### src/rtl/supply_gpi_pkg.sv
// Constants, field layouts and carrier types for the supply and pin control registers
package supply_gpi_pkg;

  // ----------------------------------------------------------------
  // Register offsets
  // ----------------------------------------------------------------
  localparam logic [7:0] OFFSET_PIN_FUNC = 8'h1f;
  localparam logic [7:0] OFFSET_SW1 = 8'h21;
  localparam logic [7:0] OFFSET_SW3 = 8'h22;
  localparam logic [7:0] OFFSET_SW2 = 8'h24;
  localparam logic [7:0] OFFSET_LIN1 = 8'h26;

  // ----------------------------------------------------------------
  // Regulator indices
  // ----------------------------------------------------------------
  localparam int NUM_REGU = 4;
  localparam int IDX_SW1 = 0;
  localparam int IDX_SW2 = 1;
  localparam int IDX_SW3 = 2;
  localparam int IDX_LIN1 = 3;
  localparam int NUM_INPUTS = 4;

  // ----------------------------------------------------------------
  // Field positions
  // ----------------------------------------------------------------
  localparam int VSRC_LSB = 5;
  localparam int ESRC_LSB = 1;
  localparam int ON_BIT = 0;
  localparam int SW_CFG_BIT = 3;
  localparam int LIN_CFG_BIT = 7;
  localparam int LIN_PD_OFF_BIT = 3;
  localparam int PIN4_LSB = 3;
  localparam int PIN3_LSB = 0;

  // ----------------------------------------------------------------
  // Writable bits and reset values (reserved bits stay zero)
  // ----------------------------------------------------------------
  localparam logic [7:0] MASK_PIN_FUNC = 8'h1f;
  localparam logic [7:0] MASK_SW = 8'h6f;
  localparam logic [7:0] MASK_LIN = 8'hef;
  localparam logic [7:0] RESET_PIN_FUNC = 8'h00;
  localparam logic [7:0] RESET_REGU = 8'h00;
  localparam logic [7:0] READ_UNMAPPED = 8'h00;

  // ----------------------------------------------------------------
  // Source and output-function codes
  // ----------------------------------------------------------------
  localparam logic [1:0] SRC_SEQUENCER = 2'h0;
  localparam logic [1:0] PIN4_STATIC = 2'h0;
  localparam logic [1:0] PIN4_FAULT = 2'h1;
  localparam logic [1:0] PIN4_SEQ = 2'h3;
  localparam logic [2:0] PIN3_STATIC = 3'h0;
  localparam logic [2:0] PIN3_FAULT = 3'h1;
  localparam logic [2:0] PIN3_SEQ = 3'h3;
  localparam logic [2:0] PIN3_FWD0 = 3'h4;
  localparam logic [2:0] PIN3_FWD1 = 3'h5;
  localparam logic [2:0] PIN3_FWD2 = 3'h6;

  // ----------------------------------------------------------------
  // Carrier and state types
  // ----------------------------------------------------------------
  typedef struct packed {
    logic [7:0] addr;
    logic [7:0] wdata;
    logic write;
    logic read;
  } reg_cmd_t;

  typedef struct packed {
    logic [7:0] data;
    logic valid;
  } reg_rsp_t;

  typedef struct packed {
    logic meta;
    logic sync;
    logic active;
  } edge_state_t;

  typedef struct packed {
    logic [7:0] pin_func;
    logic [NUM_REGU-1:0][7:0] regu;
    logic [NUM_REGU-1:0] volt_b;
    logic [NUM_REGU-1:0] en_req;
    logic [NUM_REGU-1:0] keep;
    logic pd_connect;
    logic pin3;
    logic pin4;
    reg_rsp_t rsp;
  } ctrl_state_t;

endpackage
### src/rtl/input_edge.sv
// Synchroniser, polarity and edge detection for one general input pin
`timescale 1ns/1ps
`default_nettype none
module input_edge (
  // Clock and reset
  input wire logic sys_clk,
  input wire logic reset_n,
  // Pin and its polarity
  input wire logic pin,
  input wire logic polarity,
  // Active level and edge pulses
  output logic active,
  output logic rise,
  output logic fall
);
  import supply_gpi_pkg::*;

  edge_state_t s;
  edge_state_t next_s;

  // ----------------------------------------------------------------
  // Next state: two flops, then polarity
  // ----------------------------------------------------------------
  always_comb begin
    next_s = s;
    next_s.meta = pin;
    next_s.sync = s.meta;
    next_s.active = polarity ? s.sync : ~s.sync;
  end

  // State register
  always_ff @(posedge sys_clk or negedge reset_n) begin
    if (!reset_n) begin
      s <= '0;
    end else begin
      s <= next_s;
    end
  end

  // Passive-to-active and active-to-passive pulses
  assign active = s.active;
  assign rise = next_s.active & ~s.active;
  assign fall = ~next_s.active & s.active;
endmodule
`default_nettype wire

### src/rtl/supply_gpi_control_regs.sv
// Pin output functions and regulator enable/voltage control registers
`timescale 1ns/1ps
`default_nettype none
module supply_gpi_control_regs (
  // Clock and reset
  input wire logic sys_clk,
  input wire logic reset_n,
  // Register access from the two-wire interface
  input wire supply_gpi_pkg::reg_cmd_t reg_cmd,
  output supply_gpi_pkg::reg_rsp_t reg_rsp,
  // General input pins and their polarity bits
  input wire logic [supply_gpi_pkg::NUM_INPUTS-1:0] general_input,
  input wire logic [supply_gpi_pkg::NUM_INPUTS-1:0] input_polarity,
  // Pin level bits
  input wire logic pin_three_level_bit,
  input wire logic pin_four_level_bit,
  // Supply monitor and sequencer
  input wire logic supply_fault_indicator,
  input wire logic seq_pin_three,
  input wire logic seq_pin_four,
  input wire logic [supply_gpi_pkg::NUM_REGU-1:0] seq_voltage_b,
  // Pin outputs
  output logic pin_three_out,
  output logic pin_four_out,
  // Regulator controls
  output logic [supply_gpi_pkg::NUM_REGU-1:0] enable_request,
  output logic [supply_gpi_pkg::NUM_REGU-1:0] voltage_b_select,
  output logic [supply_gpi_pkg::NUM_REGU-1:0] low_power_keep,
  output logic linear1_pulldown_connect
);
  import supply_gpi_pkg::*;

  ctrl_state_t s;
  ctrl_state_t next_s;
  logic [NUM_INPUTS-1:0] in_active;
  logic [NUM_INPUTS-1:0] in_rise;
  logic [NUM_INPUTS-1:0] in_fall;

  // ----------------------------------------------------------------
  // Helper functions
  // ----------------------------------------------------------------

  // Edge from the input chosen by a source field, none for sequencer
  function automatic logic pick_edge(input logic [1:0] src,
                                     input logic [NUM_INPUTS-1:0] ev);
    logic r;
    r = 1'b0;
    if (src != SRC_SEQUENCER) begin
      r = ev[src];
    end
    return r;
  endfunction

  // Offset of a regulator control register
  function automatic logic [7:0] regu_offset(input int idx);
    logic [7:0] r;
    r = OFFSET_LIN1;
    case (idx)
      IDX_SW1: r = OFFSET_SW1;
      IDX_SW2: r = OFFSET_SW2;
      IDX_SW3: r = OFFSET_SW3;
      default: r = OFFSET_LIN1;
    endcase
    return r;
  endfunction

  // Writable bits of a regulator control register
  function automatic logic [7:0] regu_mask(input int idx);
    return (idx == IDX_LIN1) ? MASK_LIN : MASK_SW;
  endfunction

  // Non-static output: level bit sets the polarity
  function automatic logic apply_level(input logic lvl, input logic act);
    return lvl ? act : ~act;
  endfunction

  // ----------------------------------------------------------------
  // Elaboration checks
  // ----------------------------------------------------------------
  // Source fields reach inputs 1 to 3; keep bits name four regulators
  if (NUM_INPUTS < 4) begin : g_bad_inputs
    $error("general input count too small for the source fields");
  end
  if (NUM_REGU != 4) begin : g_bad_regu
    $error("regulator count must be four");
  end

  // ----------------------------------------------------------------
  // General input conditioning
  // ----------------------------------------------------------------
  for (genvar g = 0; g < NUM_INPUTS; g++) begin : g_in
    input_edge u_edge (
      .sys_clk(sys_clk),
      .reset_n(reset_n),
      .pin(general_input[g]),
      .polarity(input_polarity[g]),
      .active(in_active[g]),
      .rise(in_rise[g]),
      .fall(in_fall[g])
    );
  end

  // ----------------------------------------------------------------
  // Next state
  // ----------------------------------------------------------------
  always_comb begin
    next_s = s;
    next_s.rsp.valid = 1'b0;

    // Software writes, reserved bits kept at zero
    if (reg_cmd.write) begin
      if (reg_cmd.addr == OFFSET_PIN_FUNC) begin
        next_s.pin_func = reg_cmd.wdata & MASK_PIN_FUNC;
      end
      for (int i = 0; i < NUM_REGU; i++) begin
        if (reg_cmd.addr == regu_offset(i)) begin
          next_s.regu[i] = reg_cmd.wdata & regu_mask(i);
        end
      end
    end

    // Input edges rewrite the enable bit; hardware wins over a write
    for (int i = 0; i < NUM_REGU; i++) begin
      if (pick_edge(s.regu[i][ESRC_LSB +: 2], in_rise)) begin
        next_s.regu[i][ON_BIT] = 1'b1;
      end else if (pick_edge(s.regu[i][ESRC_LSB +: 2], in_fall)) begin
        next_s.regu[i][ON_BIT] = 1'b0;
      end
    end

    // Voltage setting: sequencer or edges of the chosen input
    for (int i = 0; i < NUM_REGU; i++) begin
      if (s.regu[i][VSRC_LSB +: 2] == SRC_SEQUENCER) begin
        next_s.volt_b[i] = seq_voltage_b[i];
      end else if (pick_edge(s.regu[i][VSRC_LSB +: 2], in_rise)) begin
        next_s.volt_b[i] = 1'b0;
      end else if (pick_edge(s.regu[i][VSRC_LSB +: 2], in_fall)) begin
        next_s.volt_b[i] = 1'b1;
      end
    end

    // Enable requests go to the sequencer, which orders them
    for (int i = 0; i < NUM_REGU; i++) begin
      next_s.en_req[i] = next_s.regu[i][ON_BIT];
    end

    // Default supply or kept on in low power
    next_s.keep[IDX_SW1] = next_s.regu[IDX_SW1][SW_CFG_BIT];
    next_s.keep[IDX_SW2] = next_s.regu[IDX_SW2][SW_CFG_BIT];
    next_s.keep[IDX_SW3] = next_s.regu[IDX_SW3][SW_CFG_BIT];
    next_s.keep[IDX_LIN1] = next_s.regu[IDX_LIN1][LIN_CFG_BIT];

    // Pull-down only while off and not disabled
    next_s.pd_connect = ~next_s.regu[IDX_LIN1][ON_BIT]
                        & ~next_s.regu[IDX_LIN1][LIN_PD_OFF_BIT];

    // Pin 4 output function, reserved code drives low
    case (s.pin_func[PIN4_LSB +: 2])
      PIN4_STATIC: next_s.pin4 = pin_four_level_bit;
      PIN4_FAULT: next_s.pin4 = apply_level(pin_four_level_bit, supply_fault_indicator);
      PIN4_SEQ: next_s.pin4 = apply_level(pin_four_level_bit, seq_pin_four);
      default: next_s.pin4 = 1'b0;
    endcase

    // Pin 3 output function, reserved codes drive low
    case (s.pin_func[PIN3_LSB +: 3])
      PIN3_STATIC: next_s.pin3 = pin_three_level_bit;
      PIN3_FAULT: next_s.pin3 = apply_level(pin_three_level_bit, supply_fault_indicator);
      PIN3_SEQ: next_s.pin3 = apply_level(pin_three_level_bit, seq_pin_three);
      PIN3_FWD0: next_s.pin3 = apply_level(pin_three_level_bit, in_active[0]);
      PIN3_FWD1: next_s.pin3 = apply_level(pin_three_level_bit, in_active[1]);
      PIN3_FWD2: next_s.pin3 = apply_level(pin_three_level_bit, in_active[2]);
      default: next_s.pin3 = 1'b0;
    endcase

    // Read answer one cycle after the request
    if (reg_cmd.read) begin
      next_s.rsp.valid = 1'b1;
      next_s.rsp.data = READ_UNMAPPED;
      if (reg_cmd.addr == OFFSET_PIN_FUNC) begin
        next_s.rsp.data = s.pin_func;
      end
      for (int i = 0; i < NUM_REGU; i++) begin
        if (reg_cmd.addr == regu_offset(i)) begin
          next_s.rsp.data = s.regu[i];
        end
      end
    end
  end

  // ----------------------------------------------------------------
  // State register
  // ----------------------------------------------------------------
  always_ff @(posedge sys_clk or negedge reset_n) begin
    if (!reset_n) begin
      s <= '0;
      s.pin_func <= RESET_PIN_FUNC;
      s.regu <= {NUM_REGU{RESET_REGU}};
      s.pd_connect <= 1'b1;
    end else begin
      s <= next_s;
    end
  end

  // Outputs straight from the state register
  assign reg_rsp = s.rsp;
  assign pin_three_out = s.pin3;
  assign pin_four_out = s.pin4;
  assign enable_request = s.en_req;
  assign voltage_b_select = s.volt_b;
  assign low_power_keep = s.keep;
  assign linear1_pulldown_connect = s.pd_connect;
endmodule
`default_nettype wire

### config.mk
export PLATFORM = sky130hd
export DESIGN_NAME = supply_gpi_control_regs
export DESIGN_NICKNAME = d
export VERILOG_FILES = /design/src/rtl/supply_gpi_pkg.sv /design/src/rtl/input_edge.sv /design/src/rtl/supply_gpi_control_regs.sv
export SDC_FILE = /design/constraint.sdc
export NUM_CORES = 1
export LEC_CHECK = 0
export BUFFER_PORTS_ARGS = -buffer_cell sky130_fd_sc_hd__buf_4
export CAP_MARGIN = 20
export CORE_MARGIN = 5
export CORE_UTILIZATION = 49
export CTS_CLUSTER_DIAMETER = 80
export DETAILED_ROUTE_END_ITERATION = 12
export PLACE_DENSITY = 0.85
export SYNTH_ARGS = -nofsm -noshare
export SYNTH_HDL_FRONTEND = slang
export SYNTH_SLANG_ARGS = --single-unit
### constraint.sdc
create_clock -name sys_clk -period 1.4 [get_ports sys_clk]
set_clock_uncertainty 0.1 [all_clocks]
set_input_delay 0.28 -clock sys_clk [delete_from_list [all_inputs] [get_ports sys_clk]]
set_output_delay 0.28 -clock sys_clk [all_outputs]
set_load 0.05 [all_outputs]
[After elaboration in Yosys (flattened, before gate mapping)]
Index checks and enable logic that the tools add are counted.
Storage, ports and cells
  flip-flop bits (word level): 66
  input port bits: 37
  output and inout bits: 24
  word-level logic and storage cells: 221
Operators by class
  $lt $le $gt $ge: 8
  equal/unequal tests: 16
  mux-type cells: 116
  bitwise gates (word level): 26
  reduce and logical (&&, ||, !) cells: 23
Operator list (count)
  $mux 8: 13
  $mux 1: 80
  $eq 8x8->1: 8
  $bmux 1 s2: 16
  $mux 32: 1
  $lt 2x3->1 const B: 8
  $mux 7: 3
  $not 1->1: 17
  $reduce_bool 2->1: 8
  $reduce_bool 3->1: 4
  $logic_not 2->1: 5
  $reduce_and 2->1: 5
  $and 1x1->1: 9
  $eq 3x3->1 const B: 3
  $eq 8x5->1 const B: 1
  $pmux 1 s6: 1
  $mux 5: 1
  $eq 3x1->1 const B: 1
  $eq 3x2->1 const B: 1
  $logic_not 3->1: 1
  $pmux 1 s3: 1
  $eq 2x1->1 const B: 1
  $eq 2x2->1 const B: 1

[Depth between registers and ports, before layout]
Gate-level depths: netlist (run 1).
  depth in word-level cells: 12
  depth in mapped cells: 6
  depth with buffers taken out: 5

[Hierarchy]
Synthesis (run 1) repeated with hierarchy kept, for this count alone.
Unflattened totals
  cell total of the unflattened synthesis: 285
  area, all modules: 3100.5 um2
By module, submodules not included
  supply_gpi_control_regs: instances 1, cells an instance 257, area an instance 2710.1 um2, seq. area each 1152.4 um2
  input_edge: instances 4, cells an instance 7, area an instance 97.6 um2, seq. area each 75.1 um2

[Worst setup path before layout (run 1)]
No wires, ideal clock.
  path kind: input-to-reg
  start point: input reg_cmd[14] (netlist bit)
  end point: register s, in the netlist linear1_pulldown_connect
  library setup time: 0.067 ns
  data arrival time: 1.714 ns
  required time: 1.233 ns
  path slack: -0.481 ns
  cell stages on the path: 4
  buffers on the path: 0
  path through: or4b_4 > nor4b_4 > mux2_2 > nor2_1
RTL lines
  start, declared: line supply_gpi_control_regs.sv:9  | input wire supply_gpi_pkg::reg_cmd_t reg_cmd,
  end signal, assigned: line supply_gpi_control_regs.sv:201  | s <= next_s;
  end, declared: line supply_gpi_control_regs.sv:33  | ctrl_state_t s;

==> out/metrics.yaml, run 1 <==
synth:
  ys_ff_latch: 58
  seq_area_frac_synth_pct: 47.2
  yosysUniqueCellTypes: 42
  postSynth.topFlopCell: "sky130_fd_sc_hd__dfrtp_1"
  synth_largest_area_cell: "sky130_fd_sc_hd__dfrtp_1"
  synth_edf_count: 0
  ys_top_cells_by_area: "sky130_fd_sc_hd__dfrtp_1 46%, sky130_fd_sc_hd__mux2_2 9.9%, sky130_fd_sc_hd__o21ai_0 5.2%"
  syn_area_per_cell_um2: 10.4
  yosys.area.top_type_share_pct: 46.3
  synth.yosys.warnings: 0
  syn_nets: 333
  cell_area_after_synthesis_mm2: 0.00308
  syn_inst: 296
  synthArstFlopShare_pct: 100
worst_setup_path:
  timing.critical_path.cells: "buf_6, or4b_4, nor4b_4, buf_6, mux2_4, nor2_4"
  crit_slowest_cell: "sky130_fd_sc_hd__or4b_4"
  crit_path_max_incr_delay_ns: 0.57
  timing.critical_path.max_delay_family: "simple AND/OR/NAND/NOR gates"
  crit_buf_inv: 2
  critical_path.most_common_cell: "sky130_fd_sc_hd__buf_6"
  worstRegToRegCells: 5
  cp_data_arrival_time_ns: 1.79
  worstSetupPathDepth: 6
  worst_ep_required_time_ns: 1.58
  critical_path.max_fanout: 7
  crit_path_start_kind: "primary input"
  setup.worst_path.end_class: "flip-flop"
  worst-setup-path-type: "in -> reg"
sta:
  totalNegativeSetupSlack_ns: -3.35
  relSlewSlack_pct: 73.7
  post-route-min-period_ns: 1.61
  worstMarginPinSlew_ns: 0.395
  final_max_slew_viol_count: 0
  final.setup.worst_slack_ns: -0.212
  report.final.hold_viol_count: 0
  fmax_mhz: 621
  timing.final.setup_violations: 32
  holdWs_ns: 0.0220
  layout_worst_path_cycle_share_pct: 115
  grt_setup_unrepaired: "true"
routing:
  dr_total_vias: 2623
  detail_route.wirelength_um: 8170
  post-route-drc-count: 0
  detail_route.vias_per_cell: 5.70
  wl_per_cell_um: 17.8
  drt-pass1-iter-count: 4
  drt-initial-drc-count: 151
  final_antenna_net_count: 0
global_routing:
  grt_first_pass_wirelength_um: 12800
  grt_max_degree: 31
  grt_pass1_vias: 2612
  grt-ovfl-total: 0
  total_routing_usage_gr_pct: 21.5
  grt_antenna_before_repair: 0
hold_path:
  whs_path_depth: 2
  hold_class: "in -> reg"
final_layout:
  layout_overhead_on_the_synthesized_area_pct: 36.3
  postLayoutCellArea_mm2: 0.00419
  filler_cell_count: 442
  antennaDiodeCount: 0
  final_layout_size_suffix_gt1_share_pct: 43.9
  layout_common_cells: "81 x sky130_fd_sc_hd__buf_4, 54 x sky130_fd_sc_hd__dfrtp_1, 25 x sky130_fd_sc_hd__mux2_2"
  layout_commonest_cell: "sky130_fd_sc_hd__buf_4"
  layout.nets: 417
pwr:
  power.density_cell_area_mw_per_mm2: 1300
  power.ir.vdd_worst_uv: 846
  leakagePower_nw: 1.93
placement:
  placed_area_mm2: 0.00369
  placer_s_final_routability_congestion_estimate: 0.950
  dpl.hpwl_um: 5870
  port-buffer-count: 60
status:
  violations_in_the_final_reports: "negative setup slack"
  run_status: "finished, violations left"
die:
  start_util_pct: 51.1
  die_area_mm2: 0.00797
  ios: 61
  die_h_um: 89.3
  design.core.area_mm2: 0.00603
  num_rows: 28
  dieWidth_um: 89.3
clocking:
  tritoncts_clock_tree: "done"
  cts-root-buf: "sky130_fd_sc_hd__clkbuf_8"
  clock_pin_slew_worst_setup_and_hold_paths_ns: 0.06
  cts_max_path_buffers: 2
  clock_insertion_delay_worst_skew_ns: 0.35
  htree_levels: 3
  cts_made_buffers: 9
  cts_sinks: 58
flow_run:
  cap_violations: 0
sequential cells by signal, summed over array words and instances, names as in the netlist:
name                      count
pin_three_out                 1
g_in.u_edge.active            4
voltage_b_select              4
linear1_pulldown_connect      1
reg_rsp                       9
g_in.u_edge.next_s            4
s                            24
pin_four_out                  1
low_power_keep                3
g_in.u_edge.s                 4
enable_request                3
report_power, final:
| group | switching (W) | internal (W) |
|---|---|---|
| logic | 0.000761 | 0.000547 |
| registers | 0.000175 | 0.00184 |
| clock network | 0.000709 | 0.00141 |
synth_stat cells, types with 2 or more instances:
cell type and n:
sky130_fd_sc_hd__xor2_1 3, sky130_fd_sc_hd__dfrtp_1 57, sky130_fd_sc_hd__o221a_2 3, sky130_fd_sc_hd__buf_4 21
sky130_fd_sc_hd__xnor2_1 2, sky130_fd_sc_hd__nand4b_1 2, sky130_fd_sc_hd__a31oi_1 4, sky130_fd_sc_hd__nand2b_1 6
sky130_fd_sc_hd__o211ai_1 2, sky130_fd_sc_hd__nor4b_4 2, sky130_fd_sc_hd__nor4b_1 3, sky130_fd_sc_hd__clkbuf_1 7
sky130_fd_sc_hd__a2bb2oi_1 4, sky130_fd_sc_hd__maj3_1 4, sky130_fd_sc_hd__a211oi_1 3, sky130_fd_sc_hd__o21ai_0 32
sky130_fd_sc_hd__nor2b_1 9, sky130_fd_sc_hd__mux2i_1 4, sky130_fd_sc_hd__nor2_1 15, sky130_fd_sc_hd__and2_1 2
sky130_fd_sc_hd__mux2_2 27, sky130_fd_sc_hd__nand3b_1 2, sky130_fd_sc_hd__nand2_1 20, sky130_fd_sc_hd__inv_1 8
sky130_fd_sc_hd__a221oi_1 4, sky130_fd_sc_hd__nand4_1 4, sky130_fd_sc_hd__a21oi_1 13, sky130_fd_sc_hd__a221o_1 3
sky130_fd_sc_hd__nand3_1 11, sky130_fd_sc_hd__o22ai_1 7
worst reg2reg max path, cell delays in order, from the launching register on:
cell and delay [ns]:
sky130_fd_sc_hd__dfrtp_1 0.40, sky130_fd_sc_hd__xor2_2 0.34, sky130_fd_sc_hd__nand2_2 0.13, sky130_fd_sc_hd__o21ai_2 0.13, sky130_fd_sc_hd__a221oi_1 0.09, sky130_fd_sc_hd__a221o_1 0.28
cell families (layout without fill, tap and decap cells):
| family | after synthesis | in the layout | synth area share [%] |
|---|---|---|---|
| AND/OR/NAND/NOR | 81 | 81 | 15.3 |
| AO/OA/AOI/OAI | 80 | 80 | 16.5 |
| flip-flops | 58 | 58 | 47.2 |
| buffers and inverters | 37 | 126 | 7.07 |
| multiplexers | 31 | 31 | 11.2 |
| XOR/XNOR | 5 | 5 | 1.42 |
| adder cells (fa/ha/maj) | 4 | 4 | 1.30 |
area by class of cell:
class                           instances  area [um2]  share of cell area, %
Clock buffer                           11         141                   3.37
Clock inverter                          5         125                   2.98
Inverter                                8        30.0                  0.716
Multi-Input combinational cell        201        1500                   35.7
Sequential cell                        58        1460                   34.7
Tap cell                               75        93.8                   2.24
Timing Repair Buffer                  102         851                   20.3
metrics by stage:
stage | power, W | util (%) | instances | setup WS [ns]
3_5_place_dp | 0.00321 | 61.2 | 431 | -0.593
6_report | 0.00545 | 69.6 | 460 | -0.212
3_3_place_gp | 0.00318 | 61.2 | 431 | -0.557
5_1_grt | 0.00562 | 69.6 | 460 | -0.244
2_1_floorplan | 0.00284 | - | 296 | -0.449
4_1_cts | 0.00536 | 67.6 | 454 | -0.195
routing by layer:
metal | part of all wire (%) | GRT usage, %
met1 | 41 | 27.0
met2 | 50 | 36.1
met3 | 6.1 | 4.24
met4 | 2.1 | 9.34
met5 | 0 | 0
worst paths after layout:
| kind | start | endpoint | slack, ns |
|---|---|---|---|
| setup reg to reg | g_in[1].u_edge.s[1] | enable_request[0] | -0.19 |
| min in group asynchronous | reset_n | reg_rsp[4] | 0.30 |
| hold reg to reg | g_in[3].u_edge.next_s[1] | g_in[3].u_edge.s[1] | 0.25 |
| max in group asynchronous | reset_n | g_in[1].u_edge.active | 0.39 |
| hold / removal | input_polarity[0] | g_in[0].u_edge.active | 0.02 |
| setup / recovery | reg_cmd[16] | linear1_pulldown_connect | -0.21 |
timing repair:
item	CTS	global route
pin swaps	16	7
hold buffers	5	0
setup buffers	2	7
hold endpoints to repair	31	0
resized for setup	25	26
setup endpoints to repair	35	45
Note: power is estimated with default switching activity, not from simulation.
==> run 2: changes to the inputs <==
Settings changed: MAX_ROUTING_LAYER set to met4, SETUP_SLACK_MARGIN set to 0.5.
==> out/metrics.yaml, run 2 (same netlist as run 1, synthesis figures left out) <==
status:
  run_status: "finished, violations left"
  violations_in_the_final_reports: "negative hold slack, negative setup slack"
sta:
  fmax_mhz: 588  # -5.2%
  holdWs_ns: -0.264  # -0.286 ns
  grt_setup_unrepaired: "true"
  report.final.hold_viol_count: 21  # +21
  final_max_slew_viol_count: 0  # unchanged
  relSlewSlack_pct: 71.5  # -2.2 points
  totalNegativeSetupSlack_ns: -4.67  # -1.32 ns
  layout_worst_path_cycle_share_pct: 121  # +6.3 points
  timing.final.setup_violations: 36  # +13%
  worstMarginPinSlew_ns: 0.421  # +0.0268 ns
  post-route-min-period_ns: 1.70  # +0.0888 ns
  final.setup.worst_slack_ns: -0.300  # -0.0888 ns
final_layout:
  final_layout_size_suffix_gt1_share_pct: 53.8  # +10 points
  postLayoutCellArea_mm2: 0.00468  # +12%
  flip_flop_count_of_the_largest_register_all_copies_and_words_added: 24  # unchanged
  layout_common_cells: "85 x sky130_fd_sc_hd__buf_4, 51 x sky130_fd_sc_hd__dfrtp_1, 41 x sky130_fd_sc_hd__buf_6"
  antennaDiodeCount: 0  # unchanged
  layout_commonest_cell: "sky130_fd_sc_hd__buf_4"
  layout_overhead_on_the_synthesized_area_pct: 52.0
  top_register: "s"
  layout.nets: 448  # +7.4%
worst_setup_path:
  critical_path.max_fanout: 4  # -3
  setup.worst_path.end_class: "flip-flop"
  worst_ep_required_time_ns: 1.53  # -0.05 ns
  cp_data_arrival_time_ns: 1.83  # +0.04 ns
  worst-setup-path-type: "in -> reg"
  crit_path_start_kind: "primary input"
global_routing:
  grt_max_degree: 28  # -9.7%
  total_routing_usage_gr_pct: 27.5  # +6.0 points
  grt_first_pass_wirelength_um: 15900  # +24%
  grt_pass1_vias: 3095  # +18%
  grt_antenna_before_repair: 0  # unchanged
  grt-ovfl-total: 0  # unchanged
clocking:
  clock_pin_slew_worst_setup_and_hold_paths_ns: 0.07  # about the same
  cts_made_buffers: 9  # unchanged
  hold_buffers: 4  # -1
  cts-root-buf: "sky130_fd_sc_hd__clkbuf_8"
  cts_max_path_buffers: 2  # unchanged
  cts_sinks: 58  # unchanged
  clock_insertion_delay_worst_skew_ns: 0.35  # about the same
  htree_levels: 3  # unchanged
  tritoncts_clock_tree: "done"
routing:
  final_antenna_net_count: 0  # unchanged
  detail_route.wirelength_um: 11000  # +34%
  dr_total_vias: 3162  # +21%
  post-route-drc-count: 0  # unchanged
  drt-initial-drc-count: 389  # +160%
  drt-pass1-iter-count: 5  # +1
  detail_route.vias_per_cell: 6.44  # +13%
  wl_per_cell_um: 22.4  # +26%
die:
  die_h_um: 89.3  # unchanged
  dieWidth_um: 89.3  # unchanged
  ios: 61  # unchanged
  start_util_pct: 51.1  # unchanged
  design.core.area_mm2: 0.00603  # unchanged
  die_area_mm2: 0.00797  # unchanged
  num_rows: 28  # unchanged
placement:
  dpl.hpwl_um: 5890  # +0.44%
  port-buffer-count: 60  # unchanged
  placed_area_mm2: 0.00377  # +2.4%
  placer_s_final_routability_congestion_estimate: 0.901  # -5.1%
hold_path:
  hold_class: "in -> async"
pwr:
  leakagePower_nw: 2.16  # +12%
  power.ir.vdd_worst_uv: 893  # +5.6%
  power.density_cell_area_mw_per_mm2: 1220  # -6.3%
flow_run:
  cap_violations: 0  # unchanged
==> run 2: cell type report <==
type | count | area, um2
clock buffer | 12 | 155
sequential | 58 | 1460
tap | 75 | 93.8
clock inverter | 4 | 97.6
inverter | 8 | 32.5
fill | 344 | 1350
timing repair buffer | 133 | 1180
multi-input combinational | 201 | 1650
==> run 2: worst max-delay path, cell delays in order <==
cell and delay (ns):
sky130_fd_sc_hd__buf_6 0.10, sky130_fd_sc_hd__buf_6 0.11, sky130_fd_sc_hd__nor4b_4 0.40, sky130_fd_sc_hd__nand4_1 0.28
sky130_fd_sc_hd__mux2i_1 0.34, sky130_fd_sc_hd__a221oi_2 0.06, sky130_fd_sc_hd__a221o_1 0.27
==> run 2: worst paths after layout <==
kind / from / to / slack (ns) / cells past startpoint
min in group sys_clk: input_polarity[0] / g_in[0].u_edge.active / 0.06 / 2
min: reset_n / g_in[1].u_edge.s[1] / -0.26 / 1
max reg2reg: g_in[1].u_edge.s[1] / linear1_pulldown_connect / -0.18 / 6
min reg2reg: g_in[3].u_edge.next_s[1] / g_in[3].u_edge.s[1] / 0.26 / 0
max: reg_cmd[14] / enable_request[2] / -0.30 / 7
max in group asynchronous: reset_n / pin_four_out / 0.99 / 2
==> run 2: metal layers <==
metal	track usage, %	part of all wire, %
met1	34.0	36
met5	-	0
met3	4.52	8.9
met4	14.2	5.6
met2	43.4	49
==> run 2: through the flow <==
stage / std cells / power, W / util [%] / worst slack [ns]
final: 491 / 0.00569 / 77.6 / -0.300
after global routing: 491 / 0.00587 / 77.6 / -0.366
after CTS: 481 / 0.00549 / 73.9 / -0.190
after detailed placement: 439 / 0.00325 / 62.6 / -0.576
after global placement: 439 / 0.00322 / 62.6 / -0.569
after floorplan: 296 / 0.00293 / - / -0.449
==> run 2: power breakdown <==
| group | switching [W] | leakage, nW | internal (W) |
|---|---|---|---|
| sequential | 0.000184 | 0.739 | 0.00185 |
| clock | 0.000715 | 0.123 | 0.00128 |
| combinational | 0.000920 | 1.30 | 0.000747 |
==> run 2: repair_timing <==
action / CTS / global route
endpoints found under the setup margin: 72 / 72
buffers inserted: 22 / 10
endpoints found under the hold margin: 25 / 21
gates resized for setup: 63 / 40
pin swaps: 10 / 18
==> run 3: changes to the inputs <==
Settings changed: SETUP_SLACK_MARGIN 0.5 to 0.4.
==> out/metrics.yaml, run 3 (same netlist as run 1, synthesis figures left out) <==
status:
  run_status: "finished, violations left"
  violations_in_the_final_reports: "negative setup slack"
final_layout:
  antennaDiodeCount: 0  # unchanged
  flip_flop_count_of_the_largest_register_all_copies_and_words_added: 24  # unchanged
  final_layout_size_suffix_gt1_share_pct: 48.8  # -5.1 points
  layout.nets: 436  # -2.7%
  layout_common_cells: "74 x sky130_fd_sc_hd__buf_4, 54 x sky130_fd_sc_hd__dfrtp_1, 39 x sky130_fd_sc_hd__buf_6"
  top_register: "s"
  filler_cell_count: 383  # +11%
  fin_cells: 479  # -2.4%
  layout_commonest_cell: "sky130_fd_sc_hd__buf_4"
  layout_overhead_on_the_synthesized_area_pct: 43.9
worst_setup_path:
  setup.reg_to_reg.worst_slack_ns: -0.20  # -0.02 ns
  timing.critical_path.cells: "buf_6, or4b_4, nor4b_4, buf_6, mux2_4, nor2_1"
  critical_path.most_common_cell: "sky130_fd_sc_hd__buf_6"
  setup.worst_path.end_class: "flip-flop"
  crit_path_start_kind: "primary input"
  crit_slowest_cell: "sky130_fd_sc_hd__or4b_4"
  worst_ep_required_time_ns: 1.57  # +0.04 ns
  critical_path.max_fanout: 7  # +3
  worst-setup-path-type: "in -> reg"
  crit_path_max_incr_delay_ns: 0.57  # +0.17 ns
  cp_data_arrival_time_ns: 1.81  # -0.02 ns
pwr:
  leakagePower_nw: 2.03  # -6.1%
  design_power_total_w: 0.00491  # -14%
  power.ir.vdd_worst_uv: 803  # -10%
  power.density_cell_area_mw_per_mm2: 1110  # -9.0%
sta:
  relSlewSlack_pct: 73.4  # +1.9 points
  post-route-min-period_ns: 1.64  # -0.0584 ns
  fmax_mhz: 609  # +3.6%
  grt_setup_unrepaired: "true"
  timing.final.setup_violations: 35  # -2.8%
  worstMarginPinSlew_ns: 0.399  # -0.0225 ns
  layout_worst_path_cycle_share_pct: 117  # -4.2 points
  holdWs_ns: 0.0220  # +0.286 ns
  final_max_slew_viol_count: 0  # unchanged
  report.final.hold_viol_count: 0  # -100%
  final.setup.worst_slack_ns: -0.242  # +0.0584 ns
  totalNegativeSetupSlack_ns: -5.49  # -0.816 ns
routing:
  dr_total_vias: 2879  # -9.0%
  drt-initial-drc-count: 316  # -19%
  final_antenna_net_count: 0  # unchanged
  detail_route.vias_per_cell: 6.01  # -6.7%
  wl_per_cell_um: 18.6  # -17%
  post-route-drc-count: 0  # unchanged
  drt-pass1-iter-count: 5  # unchanged
  detail_route.wirelength_um: 8910  # -19%
placement:
  placed_cells_incl_taps: 430  # -2.1%
  port-buffer-count: 60  # unchanged
  placer_s_final_routability_congestion_estimate: 0.960  # +6.6%
  dpl.hpwl_um: 5650  # -4.1%
global_routing:
  use_met1_pct: 28.0  # -6.0 points
  total_routing_usage_gr_pct: 23.4  # -4.1 points
  groute.layer.met3.usage_pct: 4.70  # +0.18 points
  grt_pass1_vias: 2872  # -7.2%
  grt_first_pass_wirelength_um: 13800  # -13%
  grt_antenna_before_repair: 0  # unchanged
  grt-ovfl-total: 0  # unchanged
  grtUsageMet2_pct: 38.4  # -5.0 points
  grt_max_degree: 59  # +110%
  grt_most_used_layer: "met2"
die:
  dieWidth_um: 89.3  # unchanged
  die_area_mm2: 0.00797  # unchanged
  start_util_pct: 51.1  # unchanged
  design.core.area_mm2: 0.00603  # unchanged
  num_rows: 28  # unchanged
  die_h_um: 89.3  # unchanged
  ios: 61  # unchanged
clocking:
  cts_sinks: 58  # unchanged
  htree_levels: 3  # unchanged
  cts-root-buf: "sky130_fd_sc_hd__clkbuf_8"
  cts_max_path_buffers: 2  # unchanged
  clock_pin_slew_worst_setup_and_hold_paths_ns: 0.07  # about the same
  cts_made_buffers: 9  # unchanged
  tritoncts_clock_tree: "done"
  clock_insertion_delay_worst_skew_ns: 0.34  # about the same
flow_run:
  cap_violations: 0  # unchanged
hold_path:
  hold_class: "in -> reg"
## run 3: critical path, delay by kind of cell
family	cells	cell delay, ns
buffers and inverters	2	0.28
AND/OR/NAND/NOR	3	0.93
multiplexers	1	0.31
## run 3: power by group
| part | leakage [nW] | internal [W] | switching [W] |
|---|---|---|---|
| registers | 0.743 | 0.00185 | 0.000187 |
| logic | 1.20 | 0.000706 | 0.000835 |
| clock network | 0.0851 | 0.000680 | 0.000652 |
| total | 2.03 | 0.00323 | 0.00167 |
## run 3: path summary, 6_finish.rpt
path	cells past startpoint	endpoint	from
max	6	linear1_pulldown_connect	reg_cmd[14]
min	2	g_in[0].u_edge.active	input_polarity[0]
max reg2reg	5	voltage_b_select[2]	g_in[2].u_edge.active
min reg2reg	0	g_in[1].u_edge.s[1]	g_in[1].u_edge.next_s[1]
max in group asynchronous	3	linear1_pulldown_connect	reset_n
min in group asynchronous	3	g_in[1].u_edge.next_s[1]	reset_n
## run 3: layout make-up
cell class	instances	area, um2	share of cell area, %
multi-input combinational	201	1580	35.8
sequential	58	1460	32.9
timing repair buffer	121	1090	24.7
clock buffer	11	141	3.19
tap	75	93.8	2.12
clock inverter	5	30.0	0.678
inverter	8	30.0	0.678
## run 3: repair_timing
action	4_1_cts	5_1_grt
cloned	0	0
gates resized for setup	61	25
endpoints found under the hold margin	61	0
pin swaps	13	10
endpoints found under the setup margin	71	71
setup buffers	16	12
hold buffers	5	0
## run 3: through the flow
stage | utilization [%] | setup slack, ns | area [um2]
final | 73.5 | -0.242 | 4430
after global routing | 73.5 | -0.272 | 4430
after CTS | 70.8 | -0.207 | 4270
after detailed placement | 61.6 | -0.590 | 3710
after global placement | 61.6 | -0.552 | 3710
after floorplan | - | -0.449 | 3160
## run 3: layer usage
metal / vias to the layer above / part of all wire [%]
li1: 1277 / -
met3: 31 / 8.8
met2: 175 / 51
met1: 1396 / 38
met5: - / 0
met4: 0 / 2.2
